===== src/fcreg_cfg.svh =====
/*
  register offsets, command codes, status codes and timing counts of the
  flash controller register block.
  assumes: included by bare name from src/ files.
*/
`ifndef FCREG_CFG_SVH
`define FCREG_CFG_SVH
// ---------------------------------------------
// register file offsets
// ---------------------------------------------
`define FCREG_OFS_STATE 12'hff8
`define FCREG_OFS_PAGE 12'hff9
`define FCREG_OFS_KHZ_UPPER 12'hffa
`define FCREG_OFS_KHZ_LOWER 12'hffb
// ---------------------------------------------
// command codes
// ---------------------------------------------
`define FCREG_CMD_UNLOCK1 8'h73
`define FCREG_CMD_UNLOCK2 8'h8c
`define FCREG_CMD_PAGE_ERASE 8'h95
`define FCREG_CMD_MASS_ERASE 8'h63
`define FCREG_CMD_PROT_SEL 8'h5e
// ---------------------------------------------
// status codes
// ---------------------------------------------
`define FCREG_ST_LOCKED 6'h00
`define FCREG_ST_UNLOCK1 6'h01
`define FCREG_ST_UNLOCK2 6'h02
`define FCREG_ST_UNLOCKED 6'h03
`define FCREG_ST_PROT_SEL 6'h04
`define FCREG_ST_PROGRAM 3'h1
`define FCREG_ST_PAGE_ERASE 3'h2
`define FCREG_ST_MASS_ERASE 3'h4
// ---------------------------------------------
// field positions and reset values
// ---------------------------------------------
`define FCREG_INFO_BIT 7
`define FCREG_PAGE_MSB 6
`define FCREG_ADDR_PAGE_MSB 15
`define FCREG_ADDR_PAGE_LSB 9
`define FCREG_INFO_BASE 16'hfe00
`define FCREG_SECTOR_MSB 15
`define FCREG_SECTOR_LSB 13
`define FCREG_RST_BYTE 8'h00
// ---------------------------------------------
// timing: microseconds per program pulse or per erase repeat, times kHz over 1000 gives cycles
// ---------------------------------------------
`define FCREG_PROG_US 16'd40
`define FCREG_ERASE_US 16'd10
`define FCREG_ERASE_MS_REPS 16'd1000
`endif


===== src/fcreg_pkg.sv =====
/*
  types of the flash controller register block.
  assumes: nothing beyond the cfg header.
*/
`default_nettype none
package fcreg_pkg;
  typedef enum logic [2:0] {
    FCREG_LOCKED,
    FCREG_UNLOCK1,
    FCREG_UNLOCK2,
    FCREG_UNLOCKED,
    FCREG_PROT_SEL,
    FCREG_PROGRAM,
    FCREG_PAGE_ERASE
  } fcreg_state_t;
endpackage
`default_nettype wire


===== src/fcreg_timer.sv =====
/*
  pulse timer: counts microseconds from the kHz value, then units of them.
  assumes: start is a one-cycle pulse from the same clock domain.
*/
`timescale 1ns/1ps
`default_nettype none
`include "fcreg_cfg.svh"
module fcreg_timer (
  input wire logic clock_in,
  input wire logic rst_in,
  input wire logic start_in,
  input wire logic [15:0] khz_in,
  input wire logic [15:0] units_in,
  input wire logic [15:0] reps_in,
  output logic busy_out,
  output logic done_out
);
  logic [15:0] us_q;
  logic [15:0] unit_q;
  logic [15:0] rep_q;
  // ---------------------------------------------
  // microsecond tick from kHz value
  // ---------------------------------------------
  wire logic [15:0] us_len = (khz_in < 16'd1000) ? 16'd1 : 16'(khz_in / 16'd1000);
  wire logic us_tick = busy_out && (us_q >= us_len - 16'd1);
  wire logic unit_end = us_tick && (unit_q >= units_in - 16'd1);
  wire logic last = unit_end && (rep_q >= reps_in - 16'd1);
  always_ff @(posedge clock_in or posedge rst_in) begin
    if (rst_in) begin
      busy_out <= 1'b0;
      done_out <= 1'b0;
      us_q <= 16'h0000;
      unit_q <= 16'h0000;
      rep_q <= 16'h0000;
    end else begin
      done_out <= last;
      if (start_in) begin
        busy_out <= 1'b1;
        us_q <= 16'h0000;
        unit_q <= 16'h0000;
        rep_q <= 16'h0000;
      end else if (busy_out) begin
        us_q <= us_tick ? 16'h0000 : us_q + 16'd1;
        if (us_tick) unit_q <= unit_end ? 16'h0000 : unit_q + 16'd1;
        if (unit_end) rep_q <= rep_q + 16'd1;
        if (last) busy_out <= 1'b0;
      end
    end
  end
endmodule
`default_nettype wire


===== src/fcreg_top.sv =====
/*
  flash controller registers: state code, page choice, sector locks,
  clock kHz value, command sequencing and program/erase timing.
  assumes: cpu register port on clock_in; flash array driven from the
  program/erase outputs; one cycle register access strobes.
*/
`timescale 1ns/1ps
`default_nettype none
`include "fcreg_cfg.svh"
// Function
// status read anytime, writes hit command
// six-bit state codes for unlock sequence
// busy codes show program and erase
// 128 pages of 512 bytes
// page field drives address bits 15:9
// bit 7 maps info area high
// page choice hidden while protect selected
// protect register reachable after 5eh
// protect bits can only be set
// set protect bit refuses its sector
// upper and lower bytes form kHz
// software loads clock in kHz
// software keeps clock 20kHz to 20MHz
// command codes decoded as listed; mass erase 63h is not decoded and locks
// bad or misordered command locks
// page erase end returns to locked
// writes outside chosen page dropped
// pulse length scaled from kHz value
module fcreg_top (
  input wire logic clock_in,
  input wire logic rst_in,
  input wire logic reg_wr_in,
  input wire logic reg_rd_in,
  input wire logic [11:0] reg_addr_in,
  input wire logic [7:0] reg_wdata_in,
  output logic [7:0] reg_rdata_out,
  input wire logic mem_wr_in,
  input wire logic [15:0] mem_addr_in,
  input wire logic [7:0] mem_wdata_in,
  output logic flash_prog_out,
  output logic flash_erase_out,
  output logic [15:0] flash_addr_out,
  output logic [7:0] flash_wdata_out,
  output logic info_area_select_out,
  output logic busy_out
);
  fcreg_pkg::fcreg_state_t state_q;
  fcreg_pkg::fcreg_state_t state_d;
  logic [7:0] page_choice_register_q;
  logic [7:0] sector_lock_register_q;
  logic [7:0] clock_khz_upper_q;
  logic [7:0] clock_khz_lower_q;
  logic [2:0] progress_q;
  logic start_q;
  logic [15:0] units_q;
  logic [15:0] reps_q;
  logic tmr_busy;
  logic tmr_done;

  function automatic logic hit(input logic [11:0] a, input logic [11:0] ofs);
    hit = (a == ofs);
  endfunction

  // ---------------------------------------------
  // address decode
  // ---------------------------------------------
  // shared command/status slot
  wire logic wr_cmd = reg_wr_in && hit(reg_addr_in, `FCREG_OFS_STATE);
  wire logic wr_shared = reg_wr_in && hit(reg_addr_in, `FCREG_OFS_PAGE);
  // page choice hidden in protect mode
  wire logic prot_mode = (state_q == fcreg_pkg::FCREG_PROT_SEL);
  wire logic wr_page = wr_shared && !prot_mode;
  // protect reachable only after select
  wire logic wr_prot = wr_shared && prot_mode;
  wire logic op_busy = (state_q == fcreg_pkg::FCREG_PROGRAM) ||
                       (state_q == fcreg_pkg::FCREG_PAGE_ERASE);
  // high byte first kHz value
  wire logic [15:0] clock_khz_value = {clock_khz_upper_q, clock_khz_lower_q};

  // state and operation codes
  wire logic [5:0] controller_state_code =
    (state_q == fcreg_pkg::FCREG_UNLOCK1) ? `FCREG_ST_UNLOCK1 :
    (state_q == fcreg_pkg::FCREG_UNLOCK2) ? `FCREG_ST_UNLOCK2 :
    (state_q == fcreg_pkg::FCREG_UNLOCKED) ? `FCREG_ST_UNLOCKED :
    (state_q == fcreg_pkg::FCREG_PROT_SEL) ? `FCREG_ST_PROT_SEL :
    (state_q == fcreg_pkg::FCREG_PROGRAM) ? {`FCREG_ST_PROGRAM, progress_q} :
    (state_q == fcreg_pkg::FCREG_PAGE_ERASE) ? {`FCREG_ST_PAGE_ERASE, progress_q} :
    `FCREG_ST_LOCKED;

  // ---------------------------------------------
  // sector and page checks
  // ---------------------------------------------
  // page field on address 15:9
  wire logic [15:0] page_base = {page_choice_register_q[`FCREG_PAGE_MSB:0], 9'h000};
  wire logic [2:0] page_sector = page_base[`FCREG_SECTOR_MSB:`FCREG_SECTOR_LSB];
  wire logic [2:0] mem_sector = mem_addr_in[`FCREG_SECTOR_MSB:`FCREG_SECTOR_LSB];
  // locked sector refuses operation
  wire logic page_locked = sector_lock_register_q[page_sector];
  wire logic mem_locked = sector_lock_register_q[mem_sector];
  // only the chosen page programs
  wire logic in_page = (mem_addr_in[`FCREG_ADDR_PAGE_MSB:`FCREG_ADDR_PAGE_LSB] ==
                        page_choice_register_q[`FCREG_PAGE_MSB:0]);
  wire logic prog_ok = mem_wr_in && (state_q == fcreg_pkg::FCREG_UNLOCKED) &&
                       in_page && !mem_locked;
  wire logic erase_ok = !page_locked;

  // ---------------------------------------------
  // command sequencer
  // ---------------------------------------------
  always_comb begin
    state_d = state_q;
    case (state_q)
      fcreg_pkg::FCREG_PROGRAM: begin
        if (tmr_done) state_d = fcreg_pkg::FCREG_UNLOCKED;
      end
      fcreg_pkg::FCREG_PAGE_ERASE: begin
        // erase end relocks
        if (tmr_done) state_d = fcreg_pkg::FCREG_LOCKED;
      end
      default: begin
        if (wr_cmd) begin
          // default locks controller
          state_d = fcreg_pkg::FCREG_LOCKED;
          // command code decode
          if (reg_wdata_in == `FCREG_CMD_UNLOCK1 && state_q == fcreg_pkg::FCREG_LOCKED)
            state_d = fcreg_pkg::FCREG_UNLOCK1;
          else if (reg_wdata_in == `FCREG_CMD_UNLOCK2 && state_q == fcreg_pkg::FCREG_UNLOCK1)
            state_d = fcreg_pkg::FCREG_UNLOCK2;
          else if (reg_wdata_in == `FCREG_CMD_PAGE_ERASE &&
                   state_q == fcreg_pkg::FCREG_UNLOCKED && erase_ok)
            state_d = fcreg_pkg::FCREG_PAGE_ERASE;
          else if (reg_wdata_in == `FCREG_CMD_PROT_SEL && state_q == fcreg_pkg::FCREG_LOCKED)
            state_d = fcreg_pkg::FCREG_PROT_SEL;
        end else if (wr_page && state_q == fcreg_pkg::FCREG_UNLOCK2) begin
          // second page write unlocks only if same page
          state_d = (reg_wdata_in == page_choice_register_q) ?
                    fcreg_pkg::FCREG_UNLOCKED : fcreg_pkg::FCREG_LOCKED;
        end else if (prog_ok) begin
          state_d = fcreg_pkg::FCREG_PROGRAM;
        end
      end
    endcase
  end

  // pulse length from kHz value
  wire logic start_d = (state_d != state_q) &&
    (state_d == fcreg_pkg::FCREG_PROGRAM || state_d == fcreg_pkg::FCREG_PAGE_ERASE);
  wire logic [15:0] units_d = (state_d == fcreg_pkg::FCREG_PROGRAM) ?
                              `FCREG_PROG_US : `FCREG_ERASE_US;
  wire logic [15:0] reps_d = (state_d == fcreg_pkg::FCREG_PROGRAM) ?
                             16'd1 : `FCREG_ERASE_MS_REPS;

  fcreg_timer u_timer (
    .clock_in(clock_in),
    .rst_in(rst_in),
    .start_in(start_q),
    .khz_in(clock_khz_value),
    .units_in(units_q),
    .reps_in(reps_q),
    .busy_out(tmr_busy),
    .done_out(tmr_done)
  );

  // ---------------------------------------------
  // read data
  // ---------------------------------------------
  wire logic [7:0] rd_mux =
    hit(reg_addr_in, `FCREG_OFS_STATE) ? {2'b00, controller_state_code} :
    hit(reg_addr_in, `FCREG_OFS_PAGE) ?
      (prot_mode ? sector_lock_register_q : page_choice_register_q) :
    hit(reg_addr_in, `FCREG_OFS_KHZ_UPPER) ? clock_khz_upper_q :
    hit(reg_addr_in, `FCREG_OFS_KHZ_LOWER) ? clock_khz_lower_q : 8'h00;

  // ---------------------------------------------
  // registers
  // ---------------------------------------------
  always_ff @(posedge clock_in or posedge rst_in) begin
    if (rst_in) begin
      state_q <= fcreg_pkg::FCREG_LOCKED;
      page_choice_register_q <= `FCREG_RST_BYTE;
      sector_lock_register_q <= `FCREG_RST_BYTE;
      clock_khz_upper_q <= `FCREG_RST_BYTE;
      clock_khz_lower_q <= `FCREG_RST_BYTE;
      progress_q <= 3'h0;
      start_q <= 1'b0;
      units_q <= 16'h0001;
      reps_q <= 16'h0001;
      reg_rdata_out <= `FCREG_RST_BYTE;
    end else begin
      state_q <= state_d;
      start_q <= start_d;
      if (start_d) begin
        units_q <= units_d;
        reps_q <= reps_d;
      end
      progress_q <= tmr_busy ? progress_q + 3'h1 : 3'h0;
      // status readable any time
      if (reg_rd_in) reg_rdata_out <= rd_mux;
      // one page of 128 chosen
      if (wr_page && !op_busy) page_choice_register_q <= reg_wdata_in;
      // write ones only
      if (wr_prot) sector_lock_register_q <= sector_lock_register_q | reg_wdata_in;
      if (reg_wr_in && hit(reg_addr_in, `FCREG_OFS_KHZ_UPPER)) clock_khz_upper_q <= reg_wdata_in;
      if (reg_wr_in && hit(reg_addr_in, `FCREG_OFS_KHZ_LOWER)) clock_khz_lower_q <= reg_wdata_in;
    end
  end

  // ---------------------------------------------
  // flash array drive
  // ---------------------------------------------
  always_ff @(posedge clock_in or posedge rst_in) begin
    if (rst_in) begin
      flash_prog_out <= 1'b0;
      flash_erase_out <= 1'b0;
      flash_addr_out <= 16'h0000;
      flash_wdata_out <= 8'hff;
      info_area_select_out <= 1'b0;
      busy_out <= 1'b0;
    end else begin
      flash_prog_out <= (state_d == fcreg_pkg::FCREG_PROGRAM);
      // page erase writes ffh to page
      flash_erase_out <= (state_d == fcreg_pkg::FCREG_PAGE_ERASE);
      busy_out <= (state_d == fcreg_pkg::FCREG_PROGRAM) ||
                  (state_d == fcreg_pkg::FCREG_PAGE_ERASE);
      // info area over fe00h-ffffh
      info_area_select_out <= page_choice_register_q[`FCREG_INFO_BIT];
      if (prog_ok) begin
        flash_addr_out <= mem_addr_in;
        flash_wdata_out <= mem_wdata_in;
      end else if (start_d) begin
        flash_addr_out <= page_base;
        flash_wdata_out <= 8'hff;
      end
    end
  end
endmodule
`default_nettype wire


===== config.mk =====
export PLATFORM = sky130hd
export DESIGN_NAME = fcreg_top
export DESIGN_NICKNAME = d
export VERILOG_FILES = /design/src/fcreg_pkg.sv /design/src/fcreg_timer.sv /design/src/fcreg_top.sv
export VERILOG_INCLUDE_DIRS = /design/src /design/src/src
export SDC_FILE = /design/constraint.sdc
export NUM_CORES = 1
export LEC_CHECK = 0
export BUFFER_PORTS_ARGS = -buffer_cell sky130_fd_sc_hd__buf_2
export CORE_AREA = 3 3 151 153
export CTS_CLUSTER_DIAMETER = 150
export DETAILED_ROUTE_END_ITERATION = 8
export DIE_AREA = 0 0 154 156
export GPL_ROUTABILITY_DRIVEN = 0
export REMOVE_ABC_BUFFERS = 1
export SLEW_MARGIN = 5
export SYNTH_ARGS = -nofsm -noshare
export SYNTH_HDL_FRONTEND = slang
export SYNTH_HIERARCHICAL = 1
export SYNTH_SLANG_ARGS = --single-unit

===== constraint.sdc =====
create_clock -name clock_in -period 7.7 [get_ports clock_in]
set_clock_uncertainty 0.1 [all_clocks]
set_input_delay 0.77 -clock clock_in [delete_from_list [all_inputs] [get_ports clock_in]]
set_output_delay 0.77 -clock clock_in [all_outputs]
set_load 0.02 [all_outputs]

Yosys cells after proc, flatten, opt, wreduce, memory -nomap -nowiden
Cells that the tools add are included.
- div/mod/pow operators: 1
- mux-type cells: 47
- reduce and logical (&&, ||, !) cells: 33
- $lt $le $gt $ge: 6
- add/subtract/negate cells: 7
- equal/unequal tests: 19
- bitwise gates (word level): 1
- operators by type and width (operator ; number):
    $mux W16 ; 13
    $mux W8 ; 7
    $add A16 B1 Y16 const B ; 3
    $eq A12 B12 Y1 const B ; 4
    $ge A16 B16 Y1 ; 3
    $sub A16 B1 Y16 const B ; 3
    $mux W3 ; 10
    $mux W5 ; 6
    $logic_and A1 B1 Y1 ; 20
    $div A16 B10 Y16 const B ; 1
    $eq A8 B7 Y1 const B ; 2
    $eq A8 B8 Y1 const B ; 2
    $lt A16 B10 Y1 const B ; 1
    $eq A3 B3 Y1 const B ; 5
    $mux W10 ; 1
    $eq A8 B8 Y1 ; 1
    $lt A3 B4 Y1 const B ; 2
    $or A8 B8 Y8 ; 1
    $reduce_bool A2 Y1 ; 4
    $eq A7 B7 Y1 ; 1
    $bmux W1 S3 ; 2
    $eq A3 B2 Y1 const B ; 2
    $mux W6 ; 1
    $pmux W3 S2 ; 1
    9 further kinds ; 18
- output and inout bits: 36
- input bits: 49
- word-level logic and storage cells: 135
- register bits: 157

Depth between registers and ports, before layout
- depth in word-level cells: 14
- depth in mapped cells: 35
- mapped depth without buffers: 29

Modules after synthesis
Netlist, hierarchy kept.
- modules (own cells, without submodules) (module ; times used ; seq. area each (um2) ; area each (um2) ; cells each):
    fcreg_timer ; 1 ; 1251.2 ; 5611.6 ; 679
    fcreg_top ; 1 ; 2014.4 ; 4058.9 ; 370

Worst setup path after synthesis
No wires, ideal clock.
- path kind: register -> register
- start: reg clock_khz_upper_q[5]
- end: reg u_timer.us_q[0]
- path buffers: 6
- arrival time: 6.900 ns
- setup time: 0.072 ns
- setup slack: 0.627 ns
- clock period less this slack: 7.073 ns
- required time: 7.528 ns
- cell stages (with the launch flop): 34
- cells stage by stage: dfrtp_1 -> buf_6 -> and4_4 -> buf_6 -> buf_6 -> and4_1 -> or4_1 -> a211oi_2 -> o21ai_1 -> a311o_1 -> o31ai_4 -> a311o_1 -> a211oi_1 -> a211o_2 -> a31oi_4 -> mux2_4 -> a21oi_2 -> ha_1 -> ha_1 -> a21o_1 -> a21o_1 -> a21o_1 -> a21o_1 -> a21o_1 -> a21o_1 -> a21oi_1 -> o21ai_0 -> o31ai_1 -> a211oi_1 -> clkbuf_1 -> or2_2 -> clkbuf_1 -> clkbuf_1 -> nor2_1
- longest elaborated chain between the ends: 8
- elaborated cells on any way between the ends: 9
- classes of those cells: add/sub: 1; div: 1; order compare: 2; mux: 4; reduce/logical: 1
- ends and longest elaborated chain (what ; RTL line ; text):
    start, declared ; fcreg_top.sv:51 ; logic [7:0] clock_khz_upper_q;
    start signal, assigned ; fcreg_top.sv:182 ; clock_khz_upper_q <= `FCREG_RST_BYTE;
    start signal, assigned ; fcreg_top.sv:203 ; if (reg_wr_in && hit(reg_addr_in, `FCREG_OFS_KHZ_UPPER)) clock_khz_upper_q <= reg_wdata_in;
    $div A16 B10 Y16 / $lt A16 B10 Y1 (equally long branches) ; fcreg_timer.sv:24 ; wire logic [15:0] us_len = (khz_in < 16'd1000) ? 16'd1 : 16'(khz_in / 16'd1000);
    $mux W16 (*) ; fcreg_timer.sv:24 ;
    $sub A16 B1 Y16 (*) ; fcreg_timer.sv:25 ; wire logic us_tick = busy_out && (us_q >= us_len - 16'd1);
    $ge A16 B16 Y1 (*) ; fcreg_timer.sv:25 ;
    $logic_and A1 B1 Y1 (*) ; fcreg_timer.sv:25 ;
    $mux W16 (*) ; fcreg_timer.sv:43 ; us_q <= us_tick ? 16'h0000 : us_q + 16'd1;
    $mux W16 (*) ; fcreg_timer.sv:42 ; end else if (busy_out) begin
    $mux W16 (*) ; fcreg_timer.sv:37 ; if (start_in) begin
    end signal, assigned ; fcreg_timer.sv:43 ;
    end, declared ; fcreg_timer.sv:18 ; logic [15:0] us_q;
Every way passes the cells marked *; elsewhere a longest branch is shown, timed or not. The select of a mux whose other input is x is not followed.
A chain may end at the register's enable or synchronous reset.

Worst setup path in the final report
- start: reg clock_khz_upper_q[4]
- end: reg u_timer.unit_q[12]
- longest elaborated chain between the ends: 10
- elaborated cells on any way between the ends: 13
- classes of those cells: add/sub: 1; div: 1; order compare: 2; mux: 5; reduce/logical: 4
- ends and longest elaborated chain (what ; RTL line ; text):
    $div A16 B10 Y16 / $lt A16 B10 Y1 (equally long branches) ; fcreg_timer.sv:24 ;
    $mux W16 (*) ; fcreg_timer.sv:24 ;
    $sub A16 B1 Y16 (*) ; fcreg_timer.sv:25 ;
    $ge A16 B16 Y1 (*) ; fcreg_timer.sv:25 ;
    $logic_and A1 B1 Y1 (*) ; fcreg_timer.sv:25 ;
    $logic_and A1 B1 Y1 ; fcreg_timer.sv:26 ; wire logic unit_end = us_tick && (unit_q >= units_in - 16'd1);
    $mux W16 (2 in a row) ; fcreg_timer.sv:44 ; if (us_tick) unit_q <= unit_end ? 16'h0000 : unit_q + 16'd1;
    $mux W16 ; fcreg_timer.sv:42 ;
    $mux W16 ; fcreg_timer.sv:37 ;
    end signal, assigned ; fcreg_timer.sv:44 ;
    end, declared ; fcreg_timer.sv:19 ; logic [15:0] unit_q;
Marked as above.

==> impl_metrics.ini <==
[grt]
grt_pass1_vias = 7842
grt_max_degree = 81
antenna_found_initial = 0
grt_pass1_wl_mm = 39.7
overflow = 0
gr-usage-all-layers_pct = 20.0

[synth]
avgSynthCellArea_um2 = 9.22
synth_top_cell_by_area = dfrtp_1
ys.flop_type = dfrtp_1
synthTopCellsByArea = dfrtp_1 31%, ha_1 7.2%, xor2_1 4.6%
synth_seq_cells = 130
ys_types = 88
yosysSeqAreaShare_pct = 33.8
yosysTopAreaCellShare_pct = 31.1
ys_async_sr_fraction_pct = 100
yosysWarnings = 6
yosys.cell_count.top_type = dfrtp_1
synthCells = 1049
netlist_area_um2 = 9670
synthTopCellsByCount = 120 x dfrtp_1, 85 x nor2_1, 80 x nand2_1
synth_edf_count = 0

[detailed_routing]
initialDrtViolationCount = 364
wl_mm = 24.1
post_drt_via_cell_ratio = 5.45
ant_nets = 0
wl_per_cell_um = 16.2
drc_errors = 0
vias = 8144
dr.pass1.iters = 5

[pwr]
power_leakage_nw = 5.38
total_power_mw = 2.24
p_clk_share_pct = 38.4
seq_power_share_pct = 38.7
powerDensity_nw_per_um2 = 196
vdd_drop_max_mv = 0.167
comb_power_share_pct = 22.9
swShare_pct = 30.7
intPower_mw = 1.55
p_sw_mw = 0.687

[clocking]
cts_sinks = 130
cts_hold_buf = 0
clock_path_buffers = 2
insertion_delay_ns = 0.42
cts_made_buffers = 17
clockRootBuffer = clkbuf_16
htree_levels = 4
cts_tree = built
clkSlewWorstSetupHoldPaths_ns = 0.06

[die]
die_h_um = 156
num_io_pins = 85
dieArea_um2 = 24000
initial_core_util_pct = 44.6
coreArea_um2 = 21700
placementRows = 54
die_w_um = 154

[critical_path]
cp_common_cell = a21o_1
worstRegToRegCells = 28
cp-start-kind = flip-flop
critical-path-slowest-cell = or2_2
crit_type = flip-flop to flip-flop
cp_top_family = compound AO/OA/AOI/OAI gates
worst-path-stages = 28
crit_buf_inv = 0
cp-end-kind = flip-flop
cp_max_fo = 19
required_ns = 7.93
critPathMaxStageDelay_ns = 0.46
cp.arrival_ns = 7.54

[timing]
fin_ws_ns = 0.387
finalSetupViolCount = 0
period_needed_ns = 7.31
worst_pin_slew_ns = 1.07
relSlewSlack_pct = 28.3
finalHoldViolCount = 0
max_freq_mhz = 137
period_share_pct = 95.0
slew_violations = 0

[min_path]
holdCritPathClass = flip-flop to flip-flop
min_path_cells = 0

[layout]
layout-drive-gt1-share_pct = 20.9
num_antenna_cells = 0
syn2layout_area_growth_pct = 18.3
fin_nets = 1306

[flow_run]
drv_cap = 0

[placement]
io_buffers = 84
place_hpwl_mm = 17.7
dpl_worst_slack_ns = 0.131

[status]
status = finished, final reports clean
-- per-layer routing --
layer  wire, µm  vias up  global-route usage (%)
met5          0        -                       0
met4        383        0                    5.30
met3       1130       22                    3.94
met2      11000      179                    31.5
met1      11700     3859                    28.4
li1           -     4084                       -
-- worst register-to-register path: cells and delay by family, from the launching register on --
family / cells / cell delay [ns]
AO/OA/AOI/OAI: 21 / 4.58
AND/OR/NAND/NOR: 4 / 1.24
adder cells (fa/ha/maj): 2 / 0.53
flip-flops: 1 / 0.45
multiplexers: 1 / 0.32
-- registers in the layout (all words and copies together) (netlist names), 16 cells and up --
name / flops
flash_addr_out: 16
u_timer/rep_q: 16
u_timer/unit_q: 16
u_timer/us_q: 16
-- path summary, 6_finish.rpt --
path,end,from,slack [ns]
worst max-delay path,u_timer/unit_q[12],clock_khz_upper_q[4],0.39
worst min-delay path,info_area_select_out,page_choice_register_q[7],0.36
worst max register to register,u_timer/unit_q[12],clock_khz_upper_q[4],0.39
worst min register to register,info_area_select_out,page_choice_register_q[7],0.36
max in group asynchronous,clock_khz_upper_q[1],rst_in,6.14
min in group asynchronous,u_timer/rep_q[14],rst_in,0.54
-- layout by cell type, fill, tap and decap left out, drive strengths merged, types with 17 or more instances in the layout --
cell / netlist / routed
ha: 56 / 56
nor2: 88 / 88
clkbuf: 35 / 19
xnor2: 41 / 41
nand2b: 26 / 26
xor2: 51 / 51
nor3: 21 / 21
conb: 2 / 70
nand2: 80 / 80
a21oi: 42 / 42
nand3: 36 / 36
nand4: 19 / 19
dfrtp: 120 / 120
inv: 33 / 32
mux2: 36 / 36
and2: 17 / 17
nor4: 21 / 21
o21ai: 50 / 50
and3: 29 / 29
a21o: 38 / 38
buf: 13 / 113
-- final cells by class --
type	count	area [µm²]
multi-input cells	906	6420
inverters	33	125
clock inverters	13	185
flip-flops and latches	130	3270
well taps	280	350
fillers	2001	10300
clock buffers	19	443
repair buffers	113	638
-- metrics by stage --
step	instance area (µm²)	TNS (ns)	hold slack (ns)	std cells	utilization [%]
floorplan	9710	-5.26	0.307	1069	-
global placement	10600	0	0.343	1447	48.9
detailed placement	10600	0	0.347	1447	48.9
CTS	11200	0	0.360	1479	51.8
global route	11400	-0.123	0.385	1494	52.7
finish	11400	0	0.362	1494	52.7
-- timing repair --
action                     CTS  global route
resized for setup            0            21
setup endpoints to repair    0            49
buffers inserted             0            15
-- cells by family after synthesis --
logic type	Yosys count	share of synthesized area (%)
and+or+nand+nor	387	21.2
AOI/OAI and AO/OA	244	18.7
DFF	130	33.8
xor gates and xnor gates	92	8.33
buffers and inverters	81	3.56
adders and majority gates	58	7.47
muxes	55	6.84
other	2	0.0777
-- power groups by stage --
stage                     registers (mW)  clock network [mW]  logic, mW
final                              0.866               0.860      0.513
after global routing               0.879               0.905      0.583
after CTS                          0.866               0.880      0.518
after detailed placement           0.874                   0      0.515
after global placement             0.875                   0      0.507
after floorplan                    0.892                   0      0.338
No activity file was read; power rests on OpenSTA's default activity.
